<file path="src/cte_pkg.sv">
// Package: operation codes, sizes, flag layout and carriers for the transfer/arith unit
`default_nettype none
package cte_pkg;
  // Operation selector from the decoder
  typedef enum logic [4:0] {
    OP_NONE = 5'h00,
    OP_TRANSFER = 5'h01,
    OP_PERIPH_SYNC_LOAD = 5'h02,
    OP_PERIPH_SYNC_STORE = 5'h03,
    OP_STACK_RESTORE = 5'h04,
    OP_STACK_SAVE = 5'h05,
    OP_MULTI_RESTORE = 5'h06,
    OP_MULTI_SAVE = 5'h07,
    OP_ADD = 5'h08,
    OP_SUB = 5'h09,
    OP_CARRY_SUM = 5'h0a,
    OP_BORROW_DIFF = 5'h0b,
    OP_STEP_UP = 5'h0c,
    OP_STEP_DOWN = 5'h0d,
    OP_ADDR_PLUS = 5'h0e,
    OP_ADDR_MINUS = 5'h0f,
    OP_BCD_FIX_SUM = 5'h10,
    OP_BCD_FIX_DIFF = 5'h11,
    OP_UNSIGNED_MULTIPLY = 5'h12,
    OP_SIGNED_MULTIPLY = 5'h13
  } cte_op_e;

  // Operand size
  typedef enum logic [1:0] {
    SZ_BYTE = 2'h0,
    SZ_WORD = 2'h1,
    SZ_LONG = 2'h2
  } cte_size_e;

  // Source of the transfer operand
  typedef enum logic [1:0] {
    SRC_REG = 2'h0,
    SRC_IMM = 2'h1,
    SRC_MEM = 2'h2
  } cte_src_e;

  // Flag bit positions in the condition flags register
  localparam int FLAG_C = 0;
  localparam int FLAG_V = 1;
  localparam int FLAG_Z = 2;
  localparam int FLAG_N = 3;
  localparam logic [7:0] FLAGS_RESET = 8'h00;
  localparam logic [31:0] GPR_RESET = 32'h0000_0000;
  localparam int STACK_REG = 7;
  localparam int NUM_WIDE_GPR = 8;
  localparam int MUL_LATENCY = 1;

  // Instruction as handed over by the decoder
  typedef struct packed {
    cte_op_e op;
    cte_size_e size;
    cte_src_e src;
    logic toMem;
    logic [3:0] rd;
    logic [3:0] rs;
    logic [31:0] imm;
    logic [31:0] addr;
    logic [7:0] regList;
  } cte_instr_s;

  // One operand access to memory or stack
  typedef struct packed {
    logic req;
    logic write;
    cte_size_e size;
    logic [31:0] addr;
    logic [31:0] wdata;
  } cte_mem_s;
endpackage : cte_pkg
`default_nettype wire
</file>
<file path="src/cte_exec.sv">
// Execution unit for data transfer and integer arithmetic instructions
`default_nettype none
// What this block does
// - Moves byte, word, long between registers, memory, and immediate into register.
// - Peripheral-synchronised byte load and store are refused as illegal.
// - Single restore loads register from stack top then increments stack pointer.
// - Single save decrements stack pointer then stores the register there.
// - Multi restore reloads two or more long registers with post-increment.
// - Multi save stores two or more long registers with pre-decrement.
// - Add or subtract register or immediate into destination, all three sizes.
// - Subtract with byte immediate is refused as illegal.
// - Carry sum and borrow difference work on bytes only, using carry flag.
// - Step up and down change a register by one or two.
// - Byte steps allow only one; two needs word or long.
// - Address add and subtract apply 1, 2 or 4 to a long register.
// - Decimal adjust corrects byte sum or difference to BCD using flags.
// - Unsigned multiply: 8x8 to 16 or 16x16 to 32 bits.
// - Signed multiply: two's-complement, 8x8 to 16 or 16x16 to 32.
// - Registers alias as sixteen bytes, sixteen words and eight longs.
// - Flags register holds negative, zero, overflow and carry.
module cte_exec (
  input wire logic clk,
  input wire logic nrst,
  input wire logic instrValid,
  input wire cte_pkg::cte_instr_s instr,
  output logic instrReady,
  output logic illegal,
  output logic busy,
  output cte_pkg::cte_mem_s memReq,
  input wire logic memAck,
  input wire logic [31:0] memRdata,
  output logic [7:0] conditionFlags,
  output logic [31:0] wideGpr [cte_pkg::NUM_WIDE_GPR]
);
  typedef enum logic [4:0] {
    ST_IDLE = 5'b00001,
    ST_MEM = 5'b00010,
    ST_MULTI = 5'b00100,
    ST_MUL = 5'b01000,
    ST_DONE = 5'b10000
  } cte_state_e;

  typedef struct packed {
    cte_state_e state;
    cte_pkg::cte_instr_s cur;
    logic [7:0] flags;
    logic [7:0] listLeft;
    logic [31:0] sp;
    logic memPending;
    logic illegal;
  } cte_exec_s;

  cte_exec_s state_ff;
  cte_exec_s nxt_state;

  logic [31:0] rdVal;
  logic [31:0] rsVal;
  logic [31:0] spVal;
  logic wrEn;
  logic [3:0] wrIdx;
  cte_pkg::cte_size_e wrSize;
  logic [31:0] wrData;
  logic mulStart;
  logic [31:0] mulProduct;
  logic mulDone;
  logic [3:0] rdSel;
  cte_pkg::cte_size_e rdSz;

  // Destination read port follows the latched instruction during multi-cycle work
  assign rdSel = (state_ff.state == ST_IDLE) ? instr.rd : state_ff.cur.rd;
  assign rdSz = (state_ff.state == ST_IDLE) ? instr.size : state_ff.cur.size;

  cte_gpr_file u_gpr (
    .clk(clk),
    .nrst(nrst),
    .rdIdx(rdSel),
    .rdSize(rdSz),
    .rsIdx(instr.rs),
    .rsSize(instr.size),
    .wrEn(wrEn),
    .wrIdx(wrIdx),
    .wrSize(wrSize),
    .wrData(wrData),
    .rdVal(rdVal),
    .rsVal(rsVal),
    .spVal(spVal),
    .wideGpr(wideGpr)
  );

  cte_multiplier u_mul (
    .clk(clk),
    .nrst(nrst),
    .start(mulStart),
    .isSigned(instr.op == cte_pkg::OP_SIGNED_MULTIPLY),
    .isWord(instr.size == cte_pkg::SZ_WORD),
    .opA(rdVal[15:0]),
    .opB(rsVal[15:0]),
    .product(mulProduct),
    .done(mulDone)
  );

  // Operand width in bytes for stack pointer stepping
  function automatic logic [31:0] sizeBytes(input cte_pkg::cte_size_e sz);
    case (sz)
      cte_pkg::SZ_BYTE: sizeBytes = 32'h1;
      cte_pkg::SZ_WORD: sizeBytes = 32'h2;
      default: sizeBytes = 32'h4;
    endcase
  endfunction : sizeBytes

  // Sign bit position at size
  function automatic logic msbAt(input logic [31:0] v, input cte_pkg::cte_size_e sz);
    case (sz)
      cte_pkg::SZ_BYTE: msbAt = v[7];
      cte_pkg::SZ_WORD: msbAt = v[15];
      default: msbAt = v[31];
    endcase
  endfunction : msbAt

  function automatic logic [31:0] maskAt(input logic [31:0] v, input cte_pkg::cte_size_e sz);
    case (sz)
      cte_pkg::SZ_BYTE: maskAt = {24'h0, v[7:0]};
      cte_pkg::SZ_WORD: maskAt = {16'h0, v[15:0]};
      default: maskAt = v;
    endcase
  endfunction : maskAt

  // Main sequencing and datapath
  always_comb begin
    logic [31:0] opB;
    logic [32:0] sum;
    logic isSub;
    logic useCarry;
    logic [31:0] res;
    logic carryOut;
    logic [7:0] adj;
    logic bcdC;
    logic [3:0] nextReg;
    nxt_state = state_ff;
    opB = 32'h0;
    sum = 33'h0;
    isSub = 1'b0;
    useCarry = 1'b0;
    res = 32'h0;
    carryOut = 1'b0;
    adj = 8'h00;
    bcdC = 1'b0;
    nextReg = 4'h0;
    wrEn = 1'b0;
    wrIdx = instr.rd;
    wrSize = instr.size;
    wrData = 32'h0;
    mulStart = 1'b0;
    memReq = '0;
    nxt_state.illegal = 1'b0;
    case (state_ff.state)
      ST_IDLE: begin
        if (instrValid) begin
          nxt_state.cur = instr;
          case (instr.op)
            cte_pkg::OP_TRANSFER: begin
              if (instr.src == cte_pkg::SRC_MEM || instr.toMem) begin
                nxt_state.state = ST_MEM;
              end else begin
                wrEn = 1'b1;
                wrData = (instr.src == cte_pkg::SRC_IMM) ? instr.imm : rsVal;
                nxt_state.state = ST_DONE;
              end
            end
            cte_pkg::OP_PERIPH_SYNC_LOAD, cte_pkg::OP_PERIPH_SYNC_STORE: begin
              nxt_state.illegal = 1'b1;
              nxt_state.state = ST_DONE;
            end
            cte_pkg::OP_STACK_RESTORE, cte_pkg::OP_STACK_SAVE: begin
              if (instr.size == cte_pkg::SZ_BYTE) begin
                nxt_state.illegal = 1'b1;
                nxt_state.state = ST_DONE;
              end else begin
                nxt_state.sp = spVal;
                nxt_state.state = ST_MEM;
              end
            end
            cte_pkg::OP_MULTI_RESTORE, cte_pkg::OP_MULTI_SAVE: begin
              if ($countones(instr.regList) < 2) begin
                nxt_state.illegal = 1'b1;
                nxt_state.state = ST_DONE;
              end else begin
                nxt_state.sp = spVal;
                nxt_state.listLeft = instr.regList;
                nxt_state.state = ST_MULTI;
              end
            end
            cte_pkg::OP_ADD, cte_pkg::OP_SUB,
            cte_pkg::OP_CARRY_SUM, cte_pkg::OP_BORROW_DIFF: begin
              isSub = (instr.op == cte_pkg::OP_SUB) || (instr.op == cte_pkg::OP_BORROW_DIFF);
              useCarry = (instr.op == cte_pkg::OP_CARRY_SUM) ||
                         (instr.op == cte_pkg::OP_BORROW_DIFF);
              if ((instr.op == cte_pkg::OP_SUB && instr.src == cte_pkg::SRC_IMM &&
                   instr.size == cte_pkg::SZ_BYTE) ||
                  (useCarry && instr.size != cte_pkg::SZ_BYTE) ||
                  instr.src == cte_pkg::SRC_MEM) begin
                nxt_state.illegal = 1'b1;
              end else begin
                opB = maskAt((instr.src == cte_pkg::SRC_IMM) ? instr.imm : rsVal, instr.size);
                // Subtraction as add of complement; carry-in forms borrow
                if (isSub) begin
                  sum = {1'b0, rdVal} + {1'b0, maskAt(~opB, instr.size)} +
                        {32'h0, ~(useCarry & state_ff.flags[cte_pkg::FLAG_C])};
                end else begin
                  sum = {1'b0, rdVal} + {1'b0, opB} +
                        {32'h0, useCarry & state_ff.flags[cte_pkg::FLAG_C]};
                end
                res = maskAt(sum[31:0], instr.size);
                case (instr.size)
                  cte_pkg::SZ_BYTE: carryOut = sum[8];
                  cte_pkg::SZ_WORD: carryOut = sum[16];
                  default: carryOut = sum[32];
                endcase
                wrEn = 1'b1;
                wrData = res;
                // Flags at operand size; carry is borrow for subtraction
                nxt_state.flags[cte_pkg::FLAG_N] = msbAt(res, instr.size);
                nxt_state.flags[cte_pkg::FLAG_V] =
                  (msbAt(rdVal, instr.size) == (msbAt(opB, instr.size) ^ isSub)) &&
                  (msbAt(res, instr.size) != msbAt(rdVal, instr.size));
                nxt_state.flags[cte_pkg::FLAG_C] = carryOut ^ isSub;
                // Carry forms only keep zero clear, so multi-byte chains test correctly
                if (useCarry) begin
                  nxt_state.flags[cte_pkg::FLAG_Z] =
                    state_ff.flags[cte_pkg::FLAG_Z] & (res == 32'h0);
                end else begin
                  nxt_state.flags[cte_pkg::FLAG_Z] = (res == 32'h0);
                end
              end
              nxt_state.state = ST_DONE;
            end
            cte_pkg::OP_STEP_UP, cte_pkg::OP_STEP_DOWN: begin
              if (instr.imm[1:0] != 2'h1 &&
                  (instr.imm[1:0] != 2'h2 || instr.size == cte_pkg::SZ_BYTE)) begin
                nxt_state.illegal = 1'b1;
              end else begin
                res = (instr.op == cte_pkg::OP_STEP_UP) ? rdVal + {30'h0, instr.imm[1:0]} :
                      rdVal - {30'h0, instr.imm[1:0]};
                wrEn = 1'b1;
                wrData = maskAt(res, instr.size);
                nxt_state.flags[cte_pkg::FLAG_N] = msbAt(res, instr.size);
                nxt_state.flags[cte_pkg::FLAG_Z] = (maskAt(res, instr.size) == 32'h0);
              end
              nxt_state.state = ST_DONE;
            end
            cte_pkg::OP_ADDR_PLUS, cte_pkg::OP_ADDR_MINUS: begin
              if (instr.size != cte_pkg::SZ_LONG ||
                  !(instr.imm[2:0] inside {3'h1, 3'h2, 3'h4})) begin
                nxt_state.illegal = 1'b1;
              end else begin
                wrEn = 1'b1; // Flags untouched
                wrData = (instr.op == cte_pkg::OP_ADDR_PLUS) ?
                         rdVal + {29'h0, instr.imm[2:0]} :
                         rdVal - {29'h0, instr.imm[2:0]};
              end
              nxt_state.state = ST_DONE;
            end
            cte_pkg::OP_BCD_FIX_SUM, cte_pkg::OP_BCD_FIX_DIFF: begin
              // Uses carry from prior op; half-carry not held, so low digit judged by value
              bcdC = state_ff.flags[cte_pkg::FLAG_C];
              if (instr.op == cte_pkg::OP_BCD_FIX_SUM) begin
                if (rdVal[3:0] > 4'h9) adj[3:0] = 4'h6;
                if (bcdC || rdVal[7:0] > 8'h99) begin
                  adj[7:4] = 4'h6;
                  bcdC = 1'b1;
                end
                res = {24'h0, rdVal[7:0] + adj};
              end else begin
                if (rdVal[3:0] > 4'h9) adj[3:0] = 4'h6;
                if (bcdC) adj[7:4] = 4'h6;
                res = {24'h0, rdVal[7:0] - adj};
              end
              wrEn = 1'b1;
              wrSize = cte_pkg::SZ_BYTE;
              wrData = res;
              nxt_state.flags[cte_pkg::FLAG_C] = bcdC;
              nxt_state.flags[cte_pkg::FLAG_N] = res[7];
              nxt_state.flags[cte_pkg::FLAG_Z] = (res[7:0] == 8'h00);
              nxt_state.state = ST_DONE;
            end
            cte_pkg::OP_UNSIGNED_MULTIPLY, cte_pkg::OP_SIGNED_MULTIPLY: begin
              if (instr.size == cte_pkg::SZ_LONG) begin
                nxt_state.illegal = 1'b1;
                nxt_state.state = ST_DONE;
              end else begin
                mulStart = 1'b1;
                nxt_state.state = ST_MUL;
              end
            end
            default: begin
              nxt_state.illegal = 1'b1;
              nxt_state.state = ST_DONE;
            end
          endcase
        end
      end
      ST_MEM: begin
        // Single memory or stack access, held until acknowledged
        memReq.req = 1'b1;
        memReq.size = state_ff.cur.size;
        memReq.addr = state_ff.cur.addr;
        memReq.write = state_ff.cur.toMem || (state_ff.cur.op == cte_pkg::OP_STACK_SAVE);
        memReq.wdata = rdVal;
        if (state_ff.cur.op == cte_pkg::OP_STACK_RESTORE) begin
          memReq.addr = state_ff.sp;
        end else if (state_ff.cur.op == cte_pkg::OP_STACK_SAVE) begin
          memReq.addr = state_ff.sp - sizeBytes(state_ff.cur.size);
        end
        if (memAck) begin
          if (!memReq.write) begin
            wrEn = 1'b1;
            wrIdx = state_ff.cur.rd;
            wrSize = state_ff.cur.size;
            wrData = maskAt(memRdata, state_ff.cur.size);
          end else if (state_ff.cur.op == cte_pkg::OP_STACK_SAVE) begin
            wrEn = 1'b1;
            wrIdx = 4'(cte_pkg::STACK_REG);
            wrSize = cte_pkg::SZ_LONG;
            wrData = memReq.addr;
          end
          nxt_state.state = ST_DONE;
        end
      end
      ST_MULTI: begin
        // Restore walks low to high, save high to low, so the pair mirror each other
        nextReg = 4'h0;
        for (int i = cte_pkg::NUM_WIDE_GPR - 1; i >= 0; i--) begin
          if (state_ff.cur.op == cte_pkg::OP_MULTI_RESTORE) begin
            if (state_ff.listLeft[i]) nextReg = 4'(i); // Lowest set wins
          end else if (state_ff.listLeft[cte_pkg::NUM_WIDE_GPR-1-i]) begin
            nextReg = 4'(7 - i); // Highest set wins
          end
        end
        memReq.req = 1'b1;
        memReq.size = cte_pkg::SZ_LONG;
        memReq.write = (state_ff.cur.op == cte_pkg::OP_MULTI_SAVE);
        memReq.wdata = wideGpr[nextReg[2:0]];
        memReq.addr = memReq.write ? state_ff.sp - 32'h4 : state_ff.sp;
        if (memAck) begin
          if (!memReq.write) begin
            wrEn = 1'b1;
            wrIdx = nextReg;
            wrSize = cte_pkg::SZ_LONG;
            wrData = memRdata;
            nxt_state.sp = state_ff.sp + 32'h4;
          end else begin
            nxt_state.sp = state_ff.sp - 32'h4;
          end
          nxt_state.listLeft[nextReg[2:0]] = 1'b0;
          if ((state_ff.listLeft & ~(8'h01 << nextReg[2:0])) == 8'h00) begin
            nxt_state.state = ST_DONE;
          end
        end
      end
      ST_MUL: begin
        if (mulDone) begin
          wrEn = 1'b1;
          // Byte halves of register n widen into word n, the low half of that register
          wrIdx = (state_ff.cur.size == cte_pkg::SZ_BYTE) ? {1'b0, state_ff.cur.rd[2:0]} :
                  state_ff.cur.rd;
          // Product widens the destination: word for byte ops, long for word ops
          wrSize = (state_ff.cur.size == cte_pkg::SZ_BYTE) ? cte_pkg::SZ_WORD :
                   cte_pkg::SZ_LONG;
          wrData = mulProduct;
          nxt_state.state = ST_DONE;
        end
      end
      ST_DONE: begin
        // Restore post-increment and multi sp update land here
        if (state_ff.cur.op == cte_pkg::OP_STACK_RESTORE) begin
          wrEn = 1'b1;
          wrIdx = 4'(cte_pkg::STACK_REG);
          wrSize = cte_pkg::SZ_LONG;
          wrData = state_ff.sp + sizeBytes(state_ff.cur.size);
        end else if (state_ff.cur.op inside {cte_pkg::OP_MULTI_RESTORE,
                                             cte_pkg::OP_MULTI_SAVE} &&
                     state_ff.listLeft == 8'h00) begin
          wrEn = 1'b1;
          wrIdx = 4'(cte_pkg::STACK_REG);
          wrSize = cte_pkg::SZ_LONG;
          wrData = state_ff.sp;
        end
        nxt_state.cur.op = cte_pkg::OP_NONE;
        nxt_state.state = ST_IDLE;
      end
      default: nxt_state.state = ST_IDLE;
    endcase
  end

  always_ff @(posedge clk or negedge nrst) begin
    if (!nrst) begin
      state_ff <= '{state: ST_IDLE, flags: cte_pkg::FLAGS_RESET, default: '0};
    end else begin
      state_ff <= nxt_state;
    end
  end

  assign instrReady = (state_ff.state == ST_IDLE);
  assign busy = (state_ff.state != ST_IDLE);
  assign illegal = state_ff.illegal;
  assign conditionFlags = state_ff.flags;
endmodule : cte_exec
`default_nettype wire

</file>
<file path="src/cte_gpr_file.sv">
// Register file: eight 32-bit registers aliased as word and byte halves
`default_nettype none
module cte_gpr_file (
  input wire logic clk,
  input wire logic nrst,
  input wire logic [3:0] rdIdx,
  input wire cte_pkg::cte_size_e rdSize,
  input wire logic [3:0] rsIdx,
  input wire cte_pkg::cte_size_e rsSize,
  input wire logic wrEn,
  input wire logic [3:0] wrIdx,
  input wire cte_pkg::cte_size_e wrSize,
  input wire logic [31:0] wrData,
  output logic [31:0] rdVal,
  output logic [31:0] rsVal,
  output logic [31:0] spVal,
  output logic [31:0] wideGpr [cte_pkg::NUM_WIDE_GPR]
);
  typedef struct packed {
    logic [cte_pkg::NUM_WIDE_GPR-1:0][31:0] regs;
  } cte_gpr_s;
  cte_gpr_s state_ff;
  cte_gpr_s nxt_state;

  // Alias select: word idx 0-7 low halves, 8-15 high; byte idx 0-7 high bytes, 8-15 low
  function automatic logic [31:0] pick(input cte_gpr_s s, input logic [3:0] idx,
                                       input cte_pkg::cte_size_e sz);
    logic [31:0] r;
    r = s.regs[idx[2:0]];
    case (sz)
      cte_pkg::SZ_BYTE: pick = idx[3] ? {24'h0, r[7:0]} : {24'h0, r[15:8]};
      cte_pkg::SZ_WORD: pick = idx[3] ? {16'h0, r[31:16]} : {16'h0, r[15:0]};
      default: pick = r;
    endcase
  endfunction : pick

  // Read ports, combinational so the unit sees the current value
  always_comb begin
    rdVal = pick(state_ff, rdIdx, rdSize);
    rsVal = pick(state_ff, rsIdx, rsSize);
    spVal = state_ff.regs[cte_pkg::STACK_REG];
    for (int i = 0; i < cte_pkg::NUM_WIDE_GPR; i++) begin
      wideGpr[i] = state_ff.regs[i];
    end
  end

  // Writes touch only the lanes of the addressed alias
  always_comb begin
    nxt_state = state_ff;
    if (wrEn) begin
      case (wrSize)
        cte_pkg::SZ_BYTE: begin
          if (wrIdx[3]) nxt_state.regs[wrIdx[2:0]][7:0] = wrData[7:0];
          else nxt_state.regs[wrIdx[2:0]][15:8] = wrData[7:0];
        end
        cte_pkg::SZ_WORD: begin
          if (wrIdx[3]) nxt_state.regs[wrIdx[2:0]][31:16] = wrData[15:0];
          else nxt_state.regs[wrIdx[2:0]][15:0] = wrData[15:0];
        end
        default: nxt_state.regs[wrIdx[2:0]] = wrData;
      endcase
    end
  end

  always_ff @(posedge clk or negedge nrst) begin
    if (!nrst) begin
      state_ff <= '0;
    end else begin
      state_ff <= nxt_state;
    end
  end
endmodule : cte_gpr_file
`default_nettype wire

</file>
<file path="src/cte_multiplier.sv">
// Registered multiplier: 8x8 to 16 or 16x16 to 32, signed or unsigned
`default_nettype none
module cte_multiplier (
  input wire logic clk,
  input wire logic nrst,
  input wire logic start,
  input wire logic isSigned,
  input wire logic isWord,
  input wire logic [15:0] opA,
  input wire logic [15:0] opB,
  output logic [31:0] product,
  output logic done
);
  typedef struct packed {
    logic [31:0] product;
    logic done;
  } cte_mul_s;
  cte_mul_s state_ff;
  cte_mul_s nxt_state;
  logic signed [16:0] extA;
  logic signed [16:0] extB;
  logic signed [33:0] full;

  // Extend per size and sign, one product serves both sizes
  always_comb begin
    if (isWord) begin
      extA = {isSigned & opA[15], opA};
      extB = {isSigned & opB[15], opB};
    end else begin
      extA = {{9{isSigned & opA[7]}}, opA[7:0]};
      extB = {{9{isSigned & opB[7]}}, opB[7:0]};
    end
    full = extA * extB;
    nxt_state.done = start;
    nxt_state.product = state_ff.product;
    if (start) begin
      nxt_state.product = isWord ? full[31:0] : {16'h0, full[15:0]};
    end
  end

  always_ff @(posedge clk or negedge nrst) begin
    if (!nrst) begin
      state_ff <= '0;
    end else begin
      state_ff <= nxt_state;
    end
  end

  assign product = state_ff.product;
  assign done = state_ff.done;
endmodule : cte_multiplier
`default_nettype wire

</file>
<file path="config.mk">
export PLATFORM = sky130hd
export DESIGN_NAME = cte_exec
export DESIGN_NICKNAME = d
export VERILOG_FILES = /design/src/cte_pkg.sv /design/src/cte_exec.sv /design/src/cte_gpr_file.sv /design/src/cte_multiplier.sv
export SDC_FILE = /design/constraint.sdc
export NUM_CORES = 2
export LEC_CHECK = 0
export BUFFER_PORTS_ARGS = -buffer_cell sky130_fd_sc_hd__buf_4
export CAP_MARGIN = 20
export CORE_ASPECT_RATIO = 0.6
export CORE_MARGIN = 4
export CORE_UTILIZATION = 50
export CTS_BUF_LIST = sky130_fd_sc_hd__clkbuf_8
export CTS_CLUSTER_DIAMETER = 100
export CTS_CLUSTER_SIZE = 10
export DETAILED_ROUTE_END_ITERATION = 6
export PLACE_DENSITY = 0.71
export SETUP_SLACK_MARGIN = 0.05
export SLEW_MARGIN = 25
export SYNTH_ARGS = -nofsm -noshare
export SYNTH_HDL_FRONTEND = slang
export SYNTH_SLANG_ARGS = --single-unit
</file>
<file path="constraint.sdc">
create_clock -name clk -period 11.9 [get_ports clk]
set_input_delay 0.595 -clock clk [delete_from_list [all_inputs] [get_ports clk]]
set_output_delay 0.595 -clock clk [all_outputs]
set_load 0.02 [all_outputs]
</file>
* Word-level counts from Yosys, hierarchy flattened
Index checks and enable logic that the tools add are counted.
** Word-level totals
- Word-level logic and storage cells :: 419
- Input port bits :: 126
- Output and inout port bits :: 335
- Register bits :: 429
** Operators by class
- Multiply operators :: 1
- Bitwise operators :: 16
- Eq/ne operators :: 56
- $lt $le $gt $ge :: 10
- Mux-type cells :: 238
- Reductions and logical operators :: 50
- Shift-type cells :: 1
- Add/subtract/negate cells :: 21
** Operator list (number)
- 32-bit 2-to-1 mux :: 53
- 256-bit bitwise mux :: 5
- 256-bit 2-to-1 mux :: 2
- 256-bit case mux with 2 select lines :: 1
- 32-bit case mux with 2 select lines :: 8
- 32-bit demux with 3-bit select :: 5
- 32-bit case mux with 5 select lines :: 2
- 32-bit binary-select mux with 3-bit select :: 3
- 4-bit 2-to-1 mux :: 54
- 68-bit case mux with 2 select lines :: 1
- 40-bit 2-to-1 mux :: 3
- 95-bit 2-to-1 mux :: 1
- 40-bit case mux with 2 select lines :: 1
- 32-bit by 32-bit adder with 33-bit output :: 2
- 33-bit by 1-bit adder with 33-bit output :: 2
- 32-bit zero test :: 2
- 16-bit 2-to-1 mux :: 4
- 5-bit by 3-bit equality test with 1-bit output, second input constant :: 9
- 5-bit by 4-bit equality test with 1-bit output, second input constant :: 9
- 1-bit 2-to-1 mux :: 45
- 5-bit 2-to-1 mux :: 8
- 8-bit 2-to-1 mux :: 5
- 5-bit case mux with 4 select lines :: 2
- 17-bit 2-to-1 mux :: 2
- 69 further kinds :: 164

* Depth between registers and ports, before layout
- Depth after elaboration :: 34
- Gate-level depth with buffers :: 42
- Depth with buffers taken out :: 35

* Cells and area by module
From an unflattened synthesis, not the netlist that was laid out.
** Second synthesis, totals
- Cells, all modules :: 5585
- Area total of the unflattened synthesis :: 47521.8 µm²
** Modules (own cells, without submodules)
- cte_exec :: times used 1, area an instance 20721.1 µm², cells an instance 3164, sequential area each 2353.5 µm²
- cte_gpr_file :: times used 1, area an instance 14854.2 µm², cells an instance 1131, sequential area each 6406.1 µm²
- cte_multiplier :: times used 1, area an instance 11946.5 µm², cells an instance 1290, sequential area each 825.8 µm²

* Worst setup path before layout
No wires, ideal clock.
- Path kind :: flip-flop to flip-flop
- Start :: reg state_ff[143] (netlist name)
- End :: reg u_mul.state_ff, in the netlist u_mul.product[31]
- Buffers on the path :: 7
- Clock period less this slack :: 9418 ps
- Data arrival time :: 9297 ps
- Setup time :: 121 ps
- Setup slack :: 2482 ps
- Required time :: 11779 ps
- Stages on the path, launching flop included :: 40
- Path through :: dfrtp_1 buf_6 or4_1 buf_2 o21ai_4 nand2_1 buf_6 buf_6 buf_2 buf_2 buf_2 nand2_1 nand2_1 o211ai_1 o21ai_0 a22oi_1 o21ai_0 o21ai_1 [... 4 more ...] inv_1 fa_1 fa_1 fa_1 inv_1 fa_1 inv_1 ha_1 or2_2 a2111oi_0 nor3_1 a21oi_1 a21oi_1 nor4_1 o31ai_1 o41ai_1 xnor3_1 a22o_1
** Between the ends
- Cells in the longest elaborated chain, start to end :: 10
- Elaborated cells between the ends (all ways) :: 16
- Classes of those cells :: mul: 1; eq/ne: 2; mux: 10; bitwise: 2; reduce/logical: 1
** Ends and longest elaborated chain
- from (decl) :: line cte_exec.sv:53 : cte_exec_s state_ff;
- from (signal assigned) :: line cte_exec.sv:399 : state_ff <= nxt_state;
- 5-bit by 1-bit equality test with 1-bit output (*) :: line cte_exec.sv:70, cte_exec.sv:71, cte_exec.sv:156
- 4-bit 2-to-1 mux :: line cte_exec.sv:70 : assign rdSel = (state_ff.state == ST_IDLE) ? instr.rd : state_ff.cur.rd;
- 32-bit binary-select mux with 3-bit select :: line cte_gpr_file.sv:29 : r = s.regs[idx[2:0]];
- 32-bit 2-to-1 mux (not written as such) :: line cte_gpr_file.sv:29
- 16-bit 2-to-1 mux or 8-bit 2-to-1 mux (tied branches) :: line cte_gpr_file.sv:32, cte_gpr_file.sv:31
- 32-bit case mux with 2 select lines :: line cte_gpr_file.sv:30 : case (sz)
- 1-bit AND (on tied branches) :: line cte_multiplier.sv:30, cte_multiplier.sv:27
- 17-bit 2-to-1 mux :: line cte_multiplier.sv:26 : if (isWord) begin
- 17-bit by 17-bit multiplier with 32-bit output :: line cte_multiplier.sv:33 : full = extA * extB;
- 32-bit 2-to-1 mux :: line cte_multiplier.sv:37 : nxt_state.product = isWord ? full[31:0] : {16'h0, full[15:0]};
- to (signal assigned) :: line cte_multiplier.sv:45 : state_ff <= nxt_state;
- to (decl) :: line cte_multiplier.sv:18 : cte_mul_s state_ff;
Mark *: on every way between the ends. The rest lies on a longest branch, timed or not. The select of a mux whose other input is x is not followed.
A chain may end at the register's enable or synchronous reset.

* Worst setup path after layout
Ends and elaborated chain as after synthesis.

==> reports/metrics.cfg <==
[run_status]
status = finished, violations left
violations = DRC

[worst_hold_path]
hold_class = primary input to flip-flop
min_path_cells = 3
holdPathEnd = state_ff[84]
min_from = instr[34]

[logic_synthesis]
synth_top_area_cell = dfrtp_1
ys_warn_count = 0
synth-main-ff-cell = dfrtp_1
synth_area_leaders = dfrtp_1 (20%), fa_1 (12%), nand2_1 (6.8%)
netlist_instances = 6204
synthArstFlopShare = 1.000
ys_ff_latch = 383
synth.cell_area_um2 = 48820
synth_edf_count = 0
synth-seq-area-share = 0.1963
synth.top_cell.area_share = 0.1958
ys_types = 110
yosysMostFrequentCell = nand2_1
synth_top_cells_by_count = nand2_1 (887), nor2_1 (576), inv_1 (454), o21ai_0 (438), dfrtp_1 (382)
avgSynthCellArea_um2 = 7.869

[critical_path]
required_ns = 12.48
r2r-start = state_ff[143]
slowest_delay_ns = 0.95
r2r-end = u_mul.product[31]
path_class = flip-flop to flip-flop
crit_path_frequent_cell = fa_1
critPathSlowestCell = o21ai_0
crit_path_start = state_ff[143]
critPathLaunchType = flip-flop
cp.arrival_ns = 12.19
worst_r2r_path_depth = 31
cp-end-kind = flip-flop
r2r_slack_ns = 0.30
critPathMaxFanout = 25

[cts]
post_cts_buffers = 0
clk_latency_ns = 0.74
cts.sinks = 383
clock_path_buffers = 3
path_clk_slew_ns = 0.09
cts_root_buf = clkbuf_8
cts_max_level = 2
cts_tree = done
cts_buffers = 44

[sta]
fin_skew_ns = 0.08022
relSlewSlack = 0.08312
fin_crit_ns = 11.60
fmax_ghz = 0.08618
drv_slew = 0
finalSetupViolations = 0
worstMarginPinSlew_ns = 1.361
finalSetupTns_ns = 0
whs_ns = 0.05683
grt_setup_unrepaired = false
hold_violations = 0
min_period_over_period = 0.9751

[job]
cap_viol_max_count = 0

[detailed_routing]
drtIter0Drc = 11190
num_vias = 57610
wl_per_cell_um = 35.33
drc = 136
wirelength_um = 276800
via_per_inst = 7.354
drt.antenna.violating_nets = 0
drt_pass1_iterations = 7

[power]
irDropWorstVdd_mv = 0.1468
switching_share = 0.6072
combPwrFrac = 0.779
pwr-share-seq = 0.154
p_sw_mw = 8.457
p_clk_frac = 0.067
p_int_mw = 5.472
p_leak_nw = 24.38
power_density_nw_per_um2 = 254.1

[global_route]
track_usage = 0.5160
grt-ovfl-total = 0
grt_pass1_wl_um = 385100
grt_antenna_before_repair = 38
grt_pass1_vias = 51120
grt_max_degree = 146

[final_layout]
fin_nets = 7140
layout-drive-gt1-share = 0.1439
areaGrowthSynthToFinish_pct = 12.26

[floorplan]
initial_core_util = 0.5062
die_w_um = 411.4
dieHeight_um = 250.0
core_um2 = 96450
die_area_um2 = 102900
boundaryPins = 461
row_count = 88

[place]
gp_congestion = 1.186
io_buffers = 456
dp_hpwl_um = 215300

-- what timing repair did --
item,in CTS,in global routing
resized for setup,0,5
hold buffers,1,0
endpoints found under the hold margin,66,0
endpoints found under the setup margin,0,2
-- layout by cell type, fill, tap and decap left out, drive strengths merged, types with 46 or more instances in the layout --
cell,Yosys,layout
a211oi,71,71
a21o,81,81
a21oi,348,348
a22o,46,46
a22oi,86,86
a31oi,67,67
and2,68,68
and3,56,56
buf,95,641
clkbuf,311,46
dfrtp,382,382
fa,295,295
ha,228,228
inv,455,461
mux2i,93,93
mux4,73,73
nand2,888,888
nand2b,58,58
nand3,162,162
nor2,580,580
nor3,117,117
o211ai,57,57
o21a,48,48
o21ai,474,474
o221ai,134,134
o22ai,104,104
xnor2,120,120
xor2,63,63
-- layout make-up --
| cell class | instances | area, um^2 |
|---|---|---|
| Clock inverter | 9 | 97.59 |
| Sequential cell | 383 | 9585 |
| Multi-Input combinational cell | 4956 | 36180 |
| Timing Repair Buffer | 644 | 4890 |
| Inverter | 462 | 1740 |
| Antenna cell | 31 | 77.57 |
| Fill cell | 9028 | 41640 |
| Tap cell | 1305 | 1633 |
| Clock buffer | 44 | 605.6 |
-- metrics by stage --
| step | setup WS, ns | util | area (um^2) | cells | power (mW) |
|---|---|---|---|---|---|
| floorplan | 2.482 | - | 48830 | 6207 | 8.552 |
| global placement | 0.9625 | 0.5585 | 53870 | 7744 | 12.05 |
| detailed placement | 0.6144 | 0.5589 | 53910 | 7745 | 12.11 |
| CTS | 0.5720 | 0.5663 | 54620 | 7799 | 13.10 |
| global route | 0.06705 | 0.5677 | 54760 | 7815 | 14.41 |
| finish | 0.2968 | 0.5682 | 54810 | 7834 | 13.93 |
-- worst max-delay path, delay by kind of cell, from the launching register on --
kind            cells  cell delay [ns]
fa+ha+maj           7             3.78
compound gates     13             3.65
flops               1             0.51
xor+xnor            1             0.46
buf+inv             6             1.14
simple gates        4             1.88
-- worst max path at each step --
stage | slack (ns) | end | cells after the start
finish | 0.30 | u_mul.product[31] | 31
global route | 0.07 | u_mul.product[31] | 34
CTS | 0.57 | u_mul.product[31] | 34
detailed placement | 0.61 | u_mul.product[31] | 34
global placement | 0.96 | u_mul.product[31] | 34
floorplan | 2.48 | u_mul.product[31] | 39
-- power groups by stage --
stage | clock network (mW) | logic, mW | registers (mW)
after floorplan | 0 | 6.71 | 1.84
after global placement | 0 | 9.94 | 2.11
after detailed placement | 0 | 10.0 | 2.11
after CTS | 0.909 | 10.1 | 2.09
after global routing | 0.953 | 11.3 | 2.14
final | 0.928 | 10.9 | 2.15
-- per-layer routing --
metal | routed length [um] | vias up | global-route usage
met5 | 655 | - | 0.03448
met2 | 96630 | 5950 | 0.6114
met4 | 16010 | 30 | 0.2128
met3 | 58330 | 1062 | 0.3556
met1 | 105100 | 27630 | 0.7003
li1 | - | 22930 | -
-- cell families (layout without fill, tap and decap cells) --
logic type                 Yosys count  in the layout  share of synthesized area
and+or+nand+nor                   2146           2146                     0.1968
AOI/OAI and AO/OA                 1896           1896                     0.2631
buffers and inverters              868           1159                    0.06955
adders and majority gates          523            523                     0.1794
DFF                                383            383                     0.1963
muxes                              202            202                    0.06105
xor gates and xnor gates           185            185                    0.03375
other                                1             35                 0.00007681
(Power assumes the default switching activity.)
